==> config.mk <==
export PLATFORM = sky130hd
export DESIGN_NAME = bsts_unit
export DESIGN_NICKNAME = d
export VERILOG_FILES = /design/src/bsts_pkg.sv /design/src/bsts_field_dec.sv /design/src/bsts_unit.sv
export VERILOG_INCLUDE_DIRS = /design/src
export SDC_FILE = /design/constraint.sdc
export NUM_CORES = 1
export LEC_CHECK = 0
export ABC_AREA = 1
export BUFFER_PORTS_ARGS = -buffer_cell sky130_fd_sc_hd__buf_4
export CAP_MARGIN = 20
export CORE_MARGIN = 4
export CORE_UTILIZATION = 44
export CTS_CLUSTER_DIAMETER = 40
export DETAILED_ROUTE_END_ITERATION = 8
export HOLD_SLACK_MARGIN = 0.1
export PLACE_DENSITY = 0.89
export SLEW_MARGIN = 10
export SYNTH_ARGS = -nofsm -noshare
export SYNTH_HDL_FRONTEND = slang
export SYNTH_SLANG_ARGS = --single-unit
==> constraint.sdc <==
create_clock -name clk -period 1.41 [get_ports clk]
set_input_delay 0.282 -clock clk [delete_from_list [all_inputs] [get_ports clk]]
set_output_delay 0.282 -clock clk [all_outputs]
set_load 0.005 [all_outputs]
==> src/bsts_defs.svh <==
// opcode encodings, field positions and reset values of the bit instruction unit
`ifndef BSTS_DEFS_SVH
`define BSTS_DEFS_SVH
`define BSTS_WORD_W 14
`define BSTS_OPC_MSB 13
`define BSTS_OPC_LSB 10
`define BSTS_BIT_MSB 9
`define BSTS_BIT_LSB 7
`define BSTS_ADDR_MSB 6
`define BSTS_ADDR_LSB 0
`define BSTS_OPC_SET 4'h5
`define BSTS_OPC_TSC 4'h6
`define BSTS_OPC_TSS 4'h7
`define BSTS_RST_BIT 1'h0
`define BSTS_RST_ADDR 7'h00
`define BSTS_RST_DATA 8'h00
`endif

==> src/bsts_pkg.sv <==
// types shared by the bit instruction unit
package bsts_pkg;
   typedef logic [13:0] bsts_word_t;
   typedef logic [6:0] bsts_addr_t;
   typedef logic [7:0] bsts_data_t;
   typedef logic [2:0] bsts_bit_t;
   typedef enum logic [1:0] {BSTS_OP_NONE, BSTS_OP_SET, BSTS_OP_TSC, BSTS_OP_TSS} bsts_op_t;
endpackage : bsts_pkg

==> src/bsts_field_dec.sv <==
// field decoder for one instruction word
`timescale 1ns/1ps
`include "bsts_defs.svh"
module bsts_field_dec
   import bsts_pkg::*;
(
   input wire bsts_pkg::bsts_word_t word,     // instruction word
   output bsts_pkg::bsts_op_t op,             // decoded operation
   output bsts_pkg::bsts_addr_t addr,         // register address field
   output bsts_pkg::bsts_data_t mask          // one-hot bit mask
);
   function automatic bsts_data_t bit_mask(input bsts_bit_t idx);
      bit_mask = bsts_data_t'(8'h01 << idx);
   endfunction : bit_mask

   wire [3:0] opc = word[`BSTS_OPC_MSB:`BSTS_OPC_LSB];
   wire bsts_bit_t idx = word[`BSTS_BIT_MSB:`BSTS_BIT_LSB];

   assign addr = word[`BSTS_ADDR_MSB:`BSTS_ADDR_LSB];
   assign mask = bit_mask(idx);
   assign op = (opc == `BSTS_OPC_SET) ? BSTS_OP_SET :
               (opc == `BSTS_OPC_TSC) ? BSTS_OP_TSC :
               (opc == `BSTS_OPC_TSS) ? BSTS_OP_TSS : BSTS_OP_NONE;
endmodule : bsts_field_dec

==> src/bsts_unit.sv <==
// bit set and bit test-and-skip execution unit
// Summary of operation
// - bit_set_op forces indexed bit of addressed register to one, others kept
// - test_skip_if_clear_op skips the next instruction when the tested bit is zero
// - taken clear-skip drops the prefetched word, runs a nop, takes two cycles
// - test_skip_if_set_op skips the next instruction when the tested bit is one
// - taken set-skip drops the prefetched word, runs a nop; untaken is one cycle
`timescale 1ns/1ps
`include "bsts_defs.svh"
module bsts_unit
   import bsts_pkg::*;
(
   input wire logic clk,                          // core instruction clock
   input wire logic sys_rst,                      // synchronous reset, active high
   input wire logic instr_valid,                  // instruction word present this cycle
   input wire bsts_pkg::bsts_word_t instr_word,   // instruction word
   output bsts_pkg::bsts_addr_t rf_raddr,         // register file read address
   input wire bsts_pkg::bsts_data_t rf_rdata,     // register file read data
   output logic rf_we,                            // register file write enable
   output bsts_pkg::bsts_addr_t rf_waddr,         // register file write address
   output bsts_pkg::bsts_data_t rf_wdata,         // register file write data
   output logic skip_flush,                       // drop prefetched word now
   output logic nop_slot,                         // current slot runs as nop
   output logic instr_done                        // instruction completed
);
   import bsts_pkg::*;

   bsts_op_t op;
   bsts_addr_t addr;
   bsts_data_t mask;
   logic wr_en_q;
   bsts_addr_t wr_addr_q;
   bsts_data_t wr_data_q;
   logic nop_slot_q;
   logic done_q;

   bsts_field_dec u_dec
   (
      .word(instr_word),
      .op(op),
      .addr(addr),
      .mask(mask)
   );

   // word arriving in a nop slot is the prefetched one and is discarded
   wire accept = instr_valid & ~nop_slot_q;
   wire bit_val = |(rf_rdata & mask);
   wire bsts_bit_t bit_idx = instr_word[`BSTS_BIT_MSB:`BSTS_BIT_LSB];
   wire is_set = accept & (op == BSTS_OP_SET);
   wire is_tsc = accept & (op == BSTS_OP_TSC);
   wire is_tss = accept & (op == BSTS_OP_TSS);
   wire tsc_take = is_tsc & ~bit_val;
   wire tss_take = is_tss & bit_val;
   wire skip_take = tsc_take | tss_take;
   wire bsts_data_t set_data = rf_rdata | mask;

   assign rf_raddr = addr;
   assign skip_flush = skip_take;
   assign rf_we = wr_en_q;
   assign rf_waddr = wr_addr_q;
   assign rf_wdata = wr_data_q;
   assign nop_slot = nop_slot_q;
   assign instr_done = done_q;

   // write-back of the bit set, one cycle, no flag path exists
   always_ff @(posedge clk)
   begin
      if (sys_rst)
      begin
         wr_en_q <= `BSTS_RST_BIT;
         wr_addr_q <= `BSTS_RST_ADDR;
         wr_data_q <= `BSTS_RST_DATA;
      end
      else
      begin
         wr_en_q <= is_set;
         if (is_set)
         begin
            wr_addr_q <= addr;
            wr_data_q <= set_data;
         end
      end
   end

   // skip turns the next slot into a nop, so the skip finishes one cycle later
   always_ff @(posedge clk)
   begin
      if (sys_rst)
      begin
         nop_slot_q <= `BSTS_RST_BIT;
         done_q <= `BSTS_RST_BIT;
      end
      else
      begin
         nop_slot_q <= skip_take;
         done_q <= (accept & ~skip_take) | nop_slot_q;
      end
   end

   // each index position must land on its own bit
   generate
      for (genvar k = 0; k < $bits(bsts_data_t); k++)
      begin : g_set_bit

      end
   endgenerate
endmodule : bsts_unit

==> flow_metrics.py, run 1 <==
metrics = {
    "logic_synthesis": {
        "synth_cells": 122,
        "avgSynthCellArea_um2": 7.95,
        "syn-num-nets": 147,
        "yosysWarnings": 0,
        "synth_area_um2": 970,
        "ys_ff_latch": 18,
        "synth_area_leaders": "dfxtp_1, nand2_1, a21oi_2",
        "synth_cell_types": 23,
        "synth_top_area_frac": 0.372,
        "seq_area_frac_synth": 0.372,
        "synth_largest_area_cell": "dfxtp_1",
    },
    "clocking": {
        "cts_buffers": 3,
        "insertion_delay_ns": 0.29,
        "path_clk_slew_ns": 0.10,
        "clock-sinks": 18,
        "cts-root-buf": "clkbuf_4",
        "cts_tree": "yes",
        "cts_htree_levels": 1,
        "cts_buffer_depth": 2,
    },
    "sta": {
        "final.setup.worst_slack_ns": -0.0602,
        "setup_tns_ns": -0.292,
        "max_slew_margin": 0.840,
        "rsz0062_at_grt": "yes",
        "fmax_mhz": 680,
        "min_period_ns": 1.47,
        "tightest_slew_ns": 0.240,
        "finalSetupViolations": 13,
        "finalHoldViolCount": 0,
        "slew_violations": 0,
        "fin_worst_skew_ns": 0.00339,
        "fin_crit_sh": 1.04,
    },
    "floorplan": {
        "core_mm2": 0.00202,
        "rows": 16,
        "initial_core_util": 0.480,
        "die_h_um": 54.9,
        "num_io_pins": 51,
        "die_area_mm2": 0.00302,
        "die-width_um": 54.9,
    },
    "min_path": {
        "min_path_type": "input pin to flop",
        "hold_depth": 3,
    },
    "detailed_routing": {
        "drt_iter0_markers": 28,
        "wl_per_cell_um": 14.6,
        "via_per_inst": 5.27,
        "vias": 1032,
        "drc": 0,
        "drt_first_pass_iters": 4,
        "ant_nets": 0,
        "wl_um": 2860,
    },
    "worst_setup_path": {
        "worstPathArrival_ns": 1.19,
        "cp_cell_sequence": "inv_2 -> nand2_4 -> nor3_4 -> nand3_2 -> nand2_1 -> buf_4",
        "timing.critical_path.from_type": "flop",
        "reg2regPathDepth": 8,
        "regToRegSetupSlack_ns": -0.04,
        "slowest_delay_ns": 0.34,
        "cp_slowest_cell": "dfxtp_2",
        "crit_type": "flop to output port",
        "cp.required_ns": 1.13,
        "worstPathMaxFanout": 3,
        "crit_path_end_kind": "output port",
    },
    "placed_design": {
        "placed_cells": 187,
        "place_congestion": 0.895,
        "port_buffers": 50,
        "dp_hpwl_um": 2000,
    },
    "pwr": {
        "p_leak_uw": 0.000637,
        "power.density_mw_per_mm2": 724,
        "ir_drop_uv": 533,
    },
    "outcome": {
        "violations": "setup timing",
        "status": "finished with violations",
    },
    "run": {
        "max_cap_violations": 0,
    },
    "global_routing": {
        "grtUsageTotal": 0.174,
        "first_global_vias": 912,
        "overflow": 0,
        "grt_start_max_net_pins": 19,
        "antenna_found_initial": 0,
        "grt_pass1_wl_um": 3790,
    },
    "finish": {
        "diodes": 0,
        "area_growth_pct": 48.9,
        "drive_above_1_share": 0.592,
        "final_cells": 196,
        "nets": 195,
    },
}
-- cells in the final DEF (no fill, tap or decap), drive strengths merged --
| master | instances |
|---|---|
| nor3 | 8 |
| buf | 55 |
| nand2 | 30 |
| a211oi | 3 |
| nor2 | 9 |
| clkbuf | 5 |
| inv | 7 |
| o21ai | 5 |
| a21oi | 16 |
| clkinv | 1 |
| a31oi | 1 |
| nand4 | 6 |
| dfxtp | 18 |
| nand3 | 5 |
-- sequential cells by signal, indices dropped and copies added, names as in the netlist --
register	flops
rf_wdata	8
instr_done	1
rf_we	1
rf_waddr	7
nop_slot	1
-- through the flow --
step	total power (µW)	setup slack (ns)	instance area [µm²]	hold slack, ns	utilization
5_1_grt	1100	-0.161	1440	0.228	0.714
3_5_place_dp	716	0.0158	1270	0.458	0.630
2_1_floorplan	632	0.244	970	0.418	-
3_3_place_gp	708	0.0588	1270	0.457	0.630
6_report	1050	-0.0602	1440	0.238	0.714
4_1_cts	1030	-0.0559	1330	0.235	0.658
-- layout make-up --
class / count / area [µm²]
Sequential cell: 18 / 362
Multi-Input combinational cell: 83 / 519
Timing Repair inverter: 1 / 8.76
Tap cell: 27 / 33.8
Inverter: 7 / 38.8
Timing Repair Buffer: 56 / 445
Fill cell: 146 / 578
Clock buffer: 4 / 36.3
-- logic make-up (layout without fill, tap and decap cells) --
kind of cell    Yosys count  count (layout)  share of synthesized area
compound gates           25              25                      0.165
buf+inv                  21              68                      0.154
flops                    18              18                      0.372
simple gates             58              58                      0.310
-- metal layers --
layer / wire length, µm / share of wire / track usage
met2: 1620 / 0.57 / 0.323
met4: 54 / 0.019 / 0.0810
met3: 176 / 0.062 / 0.0295
met5: 0 / 0 / 0
met1: 1010 / 0.35 / 0.190
-- final timing paths --
kind,startpoint,end
hold / removal,instr_word[3],rf_waddr[3]$_SDFFE_PP0P_
hold reg to reg,rf_waddr[5]$_SDFFE_PP0P_,rf_waddr[5]$_SDFFE_PP0P_
setup reg to reg,nop_slot$_SDFF_PP0_,rf_wdata[7]$_SDFFE_PP0P_
setup / recovery,nop_slot$_SDFF_PP0_,skip_flush
-- power by group --
group	switching, µW	internal, µW	leakage [µW]
sequential	5.47	517	0.000146
clock	161	157	0.0000210
combinational	104	100	0.000470
-- cell usage after synthesis (all sizes together) --
| library cell | instances |
|---|---|
| nand4 | 6 |
| dfxtp | 18 |
| a31oi | 1 |
| nand3 | 5 |
| nor3 | 8 |
| a211oi | 3 |
| a21oi | 16 |
| o21ai | 5 |
| buf | 13 |
| clkbuf | 1 |
| inv | 7 |
| nand2 | 30 |
| nor2 | 9 |
-- worst max-delay path, delay by kind of cell, from the launching register on --
| family | cells | cell delay [ns] |
|---|---|---|
| simple gates | 4 | 0.39 |
| flops | 1 | 0.34 |
| buf+inv | 2 | 0.17 |
-- what timing repair did --
action,in CTS,in global routing
gates resized for setup,3,20
pin swaps,4,3
setup buffers,2,1
gates cloned,0,2
setup endpoints to repair,1,9
hold buffers,0,0
(Power assumes the default switching activity.)
==> inputs of run 2 (changes only) <==
CELL_PAD_IN_SITES_DETAIL_PLACEMENT = 1   (was not set)
CELL_PAD_IN_SITES_GLOBAL_PLACEMENT = 1   (was not set)
CORE_UTILIZATION = 32   (was 44)
PLACE_DENSITY = 0.93   (was 0.89)
clock period = 1.8 ns   (was 1.41 ns; I/O delays follow)
==> run 2 against run 1 <==
  * The run now ends clean
  * First-iteration DRC count decreased by 43%
  * Combinational power decreased by 29%
  * Utilization decreased by 25 points
  * Clock skew about the same
  * Hold slack improved by 0.076 ns
  * Critical path depth unchanged
  * Non-clock buffer count decreased by 5
  * Highest routed layer unchanged
  * Largest cell class unchanged
  * Cell count decreased by 1.0%
  * Flip-flop and latch count unchanged
  * Sequential share of layout area increased by 2.5 points
==> flow_metrics.py, run 2 (synthesized netlist as in run 1, its figures left out) <==
metrics = {
    "detailed_routing": {
        "m1WireLength_um": 1080,
        "drt_first_pass_iters": 4,
        "via_per_inst": 5.03,
        "ant_nets": 0,
        "drt_iter0_markers": 16,
        "wl_um": 2900,
        "wl_per_cell_um": 15.0,
        "dr_wl_met3_um": 161,
        "vias": 975,
        "highest_layer": "met4",
        "drc": 0,
        "wl_met2_um": 1570,
    },
    "floorplan": {
        "initial_core_util": 0.343,
        "die_h_um": 63.0,
        "die-width_um": 63.0,
        "num_io_pins": 51,
        "die_area_mm2": 0.00397,
        "rows": 19,
        "core_mm2": 0.00283,
    },
    "finish": {
        "final_core_util": 0.462,
        "drive_above_1_share": 0.479,
        "nets": 189,
        "multiInputGateArea_um2": 460,
        "fillers": 351,
        "final_area_mm2": 0.00131,
        "area_growth_pct": 34.8,
        "largest_register_ffs": 8,
        "final_common_cell": "buf_4",
        "final-seq-area_um2": 360,
        "layout_common_cells": "buf_4, nand2_1, dfxtp_1, a21oi_1",
        "diodes": 0,
    },
    "worst_setup_path": {
        "cp.required_ns": 1.44,
        "crit_path_end_kind": "output port",
        "worstPathMaxFanout": 3,
        "timing.critical_path.from_type": "flop",
        "crit_type": "flop to output port",
        "r2r-end": "rf_wdata[5]$_SDFFE_PP0P_",
        "rr_startpoint": "nop_slot$_SDFF_PP0_",
        "reg2regPathDepth": 7,
        "worstPathArrival_ns": 1.33,
        "startpoint": "nop_slot$_SDFF_PP0_",
        "regToRegSetupSlack_ns": 0.36,
    },
    "sta": {
        "finalHoldViolCount": 0,
        "min_period_ns": 1.69,
        "max_slew_margin": 0.844,
        "fin_crit_sh": 0.940,
        "finalSetupViolations": 0,
        "setup_tns_ns": 0,
        "hold_slack_ns": 0.314,
        "rsz0062_at_grt": "no",
        "fmax_mhz": 591,
        "tightest_slew_ns": 0.233,
        "slew_violations": 0,
        "fin_worst_skew_ns": 0.00337,
    },
    "placed_design": {
        "dp_hpwl_um": 2330,
        "place_congestion": 0.896,
        "dpl_cell_area_mm2": 0.00126,
        "port_buffers": 50,
    },
    "global_routing": {
        "overflow": 0,
        "antenna_found_initial": 0,
        "grtUsageTotal": 0.148,
        "grt_start_max_net_pins": 19,
        "first_global_vias": 1009,
        "grt_pass1_wl_um": 4680,
    },
    "clocking": {
        "path_clk_slew_ns": 0.10,
        "holdBufCountCts": 0,
        "insertion_delay_ns": 0.29,
        "cts-root-buf": "clkbuf_4",
        "clock-sinks": 18,
        "cts_buffer_depth": 2,
        "cts_tree": "yes",
        "cts_buffers": 3,
        "cts_htree_levels": 1,
    },
    "outcome": {
        "status": "finished, final reports clean",
    },
    "pwr": {
        "power.density_mw_per_mm2": 614,
        "p_comb_frac": 0.179,
        "p_int_uw": 598,
        "p_leak_uw": 0.000577,
        "ir_drop_uv": 337,
        "p_sw_frac": 0.255,
        "power.switching_uw": 204,
        "clockPowerShare": 0.312,
        "pwr-share-seq": 0.509,
    },
    "run": {
        "max_cap_violations": 0,
    },
    "min_path": {
        "min_from": "instr_word[0]",
        "min_to": "rf_waddr[0]$_SDFFE_PP0P_",
        "min_path_type": "input pin to flop",
        "hold_depth": 3,
    },
}
run 2: changes by cell type in the layout (fill, tap and decap cells not counted), sizes merged:
cell | before | now
buf | 55 | 51
clkbuf | 5 | 4
clkinv | 1 | 0
run 2: worst max path at each step:
stage | end | slack, ns | depth (start not counted)
detailed placement | skip_flush | 0.21 | 8
finish | skip_flush | 0.11 | 6
global placement | skip_flush | 0.25 | 7
global route | skip_flush | 0.003 | 6
CTS | skip_flush | 0.09 | 6
floorplan | skip_flush | 0.48 | 8
run 2: layout make-up:
class | count | area share
flip-flops and latches | 18 | 0.276
multi-input cells | 83 | 0.352
well taps | 31 | 0.0297
clock buffers | 4 | 0.0278
inverters | 7 | 0.0220
repair buffers | 51 | 0.293
run 2: what timing repair did:
action                     in CTS  in global routing
gates resized for setup         0                  0
setup endpoints to repair       0                  1
buffers inserted                0                  1
hold endpoints to repair        0                  0
run 2: power by group through the flow:
stage | logic, µW | registers (µW) | clock network, µW
finish | 144 | 408 | 251
global placement | 138 | 417 | 0
floorplan | 77.5 | 418 | 0
CTS | 145 | 408 | 260
global route | 158 | 410 | 276
detailed placement | 144 | 418 | 0
run 2: layer usage:
layer | global-route usage | vias to the layer above
li1 | - | 485
met1 | 0.150 | 446
met2 | 0.279 | 36
met3 | 0.0306 | 8
met4 | 0.0771 | 0
met5 | 0 | -
run 2: through the flow:
stage                     total power (µW)  std cells  worst slack, ns
after floorplan                        495        122            0.478
after global placement                 555        189            0.247
after detailed placement               562        189            0.214
after CTS                              813        193           0.0918
after global routing                   843        194          0.00267
final                                  803        194            0.108
run 2: worst max-delay path, stage by stage (launching register included):
cell and delay [ns]:
dfxtp_1 0.33, inv_1 0.08, nand2_2 0.08, nor3_1 0.19
nand3_1 0.14, nand2_1 0.11, buf_4 0.11
==> inputs of run 3 (changes only) <==
ABC_AREA = not set   (was 1)
CORE_UTILIZATION = 31   (was 32)
==> run 3 against run 2 <==
  * The run now ends with setup timing left
  * Clock skew rose by 0.00061 ns
  * Utilization rose by 4.5 points
  * Clock-buffer cell count did not move
  * Synthesized cell count fell by 12%
  * Critical endpoint unchanged
==> flow_metrics.py, run 3 <==
metrics = {
    "outcome": {
        "status": "finished with violations",
        "violations": "setup timing",
    },
    "logic_synthesis": {
        "yosysMostFrequentCell": "dfxtp_1",
        "ys_ff_latch": 18,
        "synth_largest_area_cell": "dfxtp_1",
        "avgSynthCellArea_um2": 8.14,
        "synth_area_leaders": "dfxtp_1, nand2_1, nor3_1",
        "seq_area_frac_synth": 0.414,
        "netlist_top_cells_count": "dfxtp_1, nand2_1, nor2_1",
        "ys_async_sr_fraction": 0,
        "synth_cells": 107,
        "synth_top_area_frac": 0.414,
        "synth_cell_types": 29,
        "synth_area_um2": 871,
        "yosysWarnings": 0,
        "ys.flop_type": "dfxtp_1",
        "syn-num-nets": 132,
        "synth_edf_count": 0,
    },
    "pwr": {
        "power.density_mw_per_mm2": 622,
        "ir_drop_uv": 272,
        "p_leak_uw": 0.000573,
    },
    "clocking": {
        "cts_htree_levels": 1,
        "cts_buffer_depth": 2,
        "cts_tree": "yes",
        "path_clk_slew_ns": 0.10,
        "cts-root-buf": "clkbuf_4",
        "clock-sinks": 18,
        "cts_buffers": 3,
        "insertion_delay_ns": 0.28,
    },
    "global_routing": {
        "first_global_vias": 1023,
        "overflow": 0,
        "grt_start_max_net_pins": 19,
        "antenna_found_initial": 0,
        "grt_pass1_wl_um": 4620,
        "grtUsageTotal": 0.165,
    },
    "sta": {
        "finalHoldViolCount": 0,
        "max_slew_margin": 0.789,
        "fin_crit_sh": 1.04,
        "fin_worst_skew_ns": 0.00398,
        "min_period_ns": 1.88,
        "tightest_slew_ns": 0.312,
        "hold_slack_ns": 0.324,
        "fmax_mhz": 533,
        "finalSetupViolations": 1,
        "final.setup.worst_slack_ns": -0.0776,
        "slew_violations": 0,
        "rsz0062_at_grt": "yes",
    },
    "worst_setup_path": {
        "worstPathMaxFanout": 5,
        "reg2regPathDepth": 4,
        "crit_path_end_kind": "output port",
        "r2r-end": "rf_wdata[1]$_SDFFE_PP0P_",
        "cp.required_ns": 1.44,
        "slowest_delay_ns": 0.34,
        "worstPathArrival_ns": 1.52,
        "crit_end": "skip_flush",
        "cp_slowest_cell": "or3_4",
        "rr_startpoint": "nop_slot$_SDFF_PP0_",
        "timing.critical_path.from_type": "input pin",
        "crit_type": "input pin to output port",
        "startpoint": "instr_word[7]",
        "regToRegSetupSlack_ns": 0.32,
        "critPathMostFrequentCell": "buf_4",
        "cp_cell_sequence": "buf_4 -> mux2_4 -> o2bb2ai_2 -> or3_4 -> a21oi_2 -> buf_4",
    },
    "floorplan": {
        "die_area_mm2": 0.00372,
        "core_mm2": 0.00257,
        "die-width_um": 61,
        "num_io_pins": 51,
        "initial_core_util": 0.339,
        "rows": 18,
        "die_h_um": 61,
    },
    "finish": {
        "final_core_util": 0.507,
        "final_common_cell": "buf_4",
        "drive_above_1_share": 0.435,
        "largest_register_ffs": 8,
        "final_area_mm2": 0.00130,
        "nets": 180,
        "diodes": 0,
        "area_growth_pct": 49.6,
        "final_cells": 184,
        "layout_common_cells": "buf_4, dfxtp_1, nand2_1, nor2_1, nor3_1",
        "fillers": 312,
    },
    "run": {
        "max_cap_violations": 0,
    },
    "detailed_routing": {
        "drt_iter0_markers": 9,
        "drt_first_pass_iters": 3,
        "vias": 945,
        "drc": 0,
        "ant_nets": 0,
        "wl_um": 2860,
        "via_per_inst": 5.14,
        "wl_per_cell_um": 15.6,
    },
    "min_path": {
        "min_path_type": "input pin to flop",
    },
    "placed_design": {
        "placed_cells": 180,
        "dp_hpwl_um": 2280,
        "port_buffers": 50,
        "place_congestion": 0.768,
        "dpl_cell_area_mm2": 0.00124,
    },
}
-- run 3: cell types whose count changed after synthesis, moves of 3 or more --
cell,previous run,this run
a21oi_2,7,0
a311oi_1,0,3
inv_2,4,0
mux2i_1,0,3
nand2_1,22,17
nand2_2,8,0
nand3_1,4,0
nand4_1,6,0
nor2_1,8,13
nor3_1,7,11
o21ai_0,5,1
-- run 3: final cells by class --
cell class / count / area, µm² / share of cell area
Sequential cell: 18 / 360 / 0.277
Multi-Input combinational cell: 74 / 437 / 0.335
Tap cell: 30 / 37.5 / 0.0288
Clock buffer: 4 / 36.3 / 0.0279
Inverter: 2 / 7.51 / 0.00576
Timing Repair Buffer: 56 / 424 / 0.326
-- run 3: how the worst min path moves through the flow --
stage,startpoint,end,slack (ns),cells after the start
finish,instr_word[4],rf_waddr[4]$_SDFFE_PP0P_,0.32,3
detailed placement,rf_wdata[0]$_SDFFE_PP0P_,rf_wdata[0]$_SDFFE_PP0P_,0.46,2
floorplan,rf_wdata[0]$_SDFFE_PP0P_,rf_wdata[0]$_SDFFE_PP0P_,0.45,2
CTS,instr_word[6],rf_waddr[6]$_SDFFE_PP0P_,0.32,3
global placement,rf_waddr[0]$_SDFFE_PP0P_,rf_waddr[0]$_SDFFE_PP0P_,0.44,2
global route,instr_word[5],rf_waddr[5]$_SDFFE_PP0P_,0.32,3
-- run 3: power breakdown --
part	leakage, µW	switching [µW]	internal [µW]	total, µW
Combinational	0.000406	69.9	86.5	156
Clock	0.0000210	121	123	244
Sequential	0.000146	3.90	406	410
Total	0.000573	195	615	810
-- run 3: logic make-up (layout without fill, tap and decap cells) --
group / count (synthesis) / after routing / share of synthesized area
buffers and inverters: 15 / 62 / 0.108
multiplexers: 4 / 4 / 0.0474
flip-flops: 18 / 18 / 0.414
AND/OR/NAND/NOR: 50 / 50 / 0.273
AO/OA/AOI/OAI: 20 / 20 / 0.158
-- run 3: critical path, delay by kind of cell --
kind                   cells  cell delay [ns]
AO/OA/AOI/OAI              2             0.26
buffers and inverters      2             0.26
multiplexers               1             0.30
AND/OR/NAND/NOR            1             0.34
-- run 3: timing repair --
action / CTS / global route
endpoints found under the setup margin: 1 / 1
pin swaps: 1 / 0
hold buffers: 0 / 0
buffers inserted: 0 / 0
gates resized for setup: 6 / 0
-- run 3: metrics by stage --
stage / TNS (ns) / setup slack (ns) / total power (µW)
floorplan: 0 / 0.125 / 482
detailed placement: -0.124 / -0.124 / 566
global route: -0.137 / -0.137 / 854
CTS: -0.0752 / -0.0752 / 818
global placement: -0.116 / -0.116 / 557
finish: -0.0776 / -0.0776 / 810
-- run 3: layer usage --
layer  part of all wire  up-vias  track usage
li1                   -      454            -
met2               0.51       39        0.311
met3              0.087        4       0.0426
met4              0.011        0       0.0372
met5                  0        -            0
met1               0.39      448        0.185
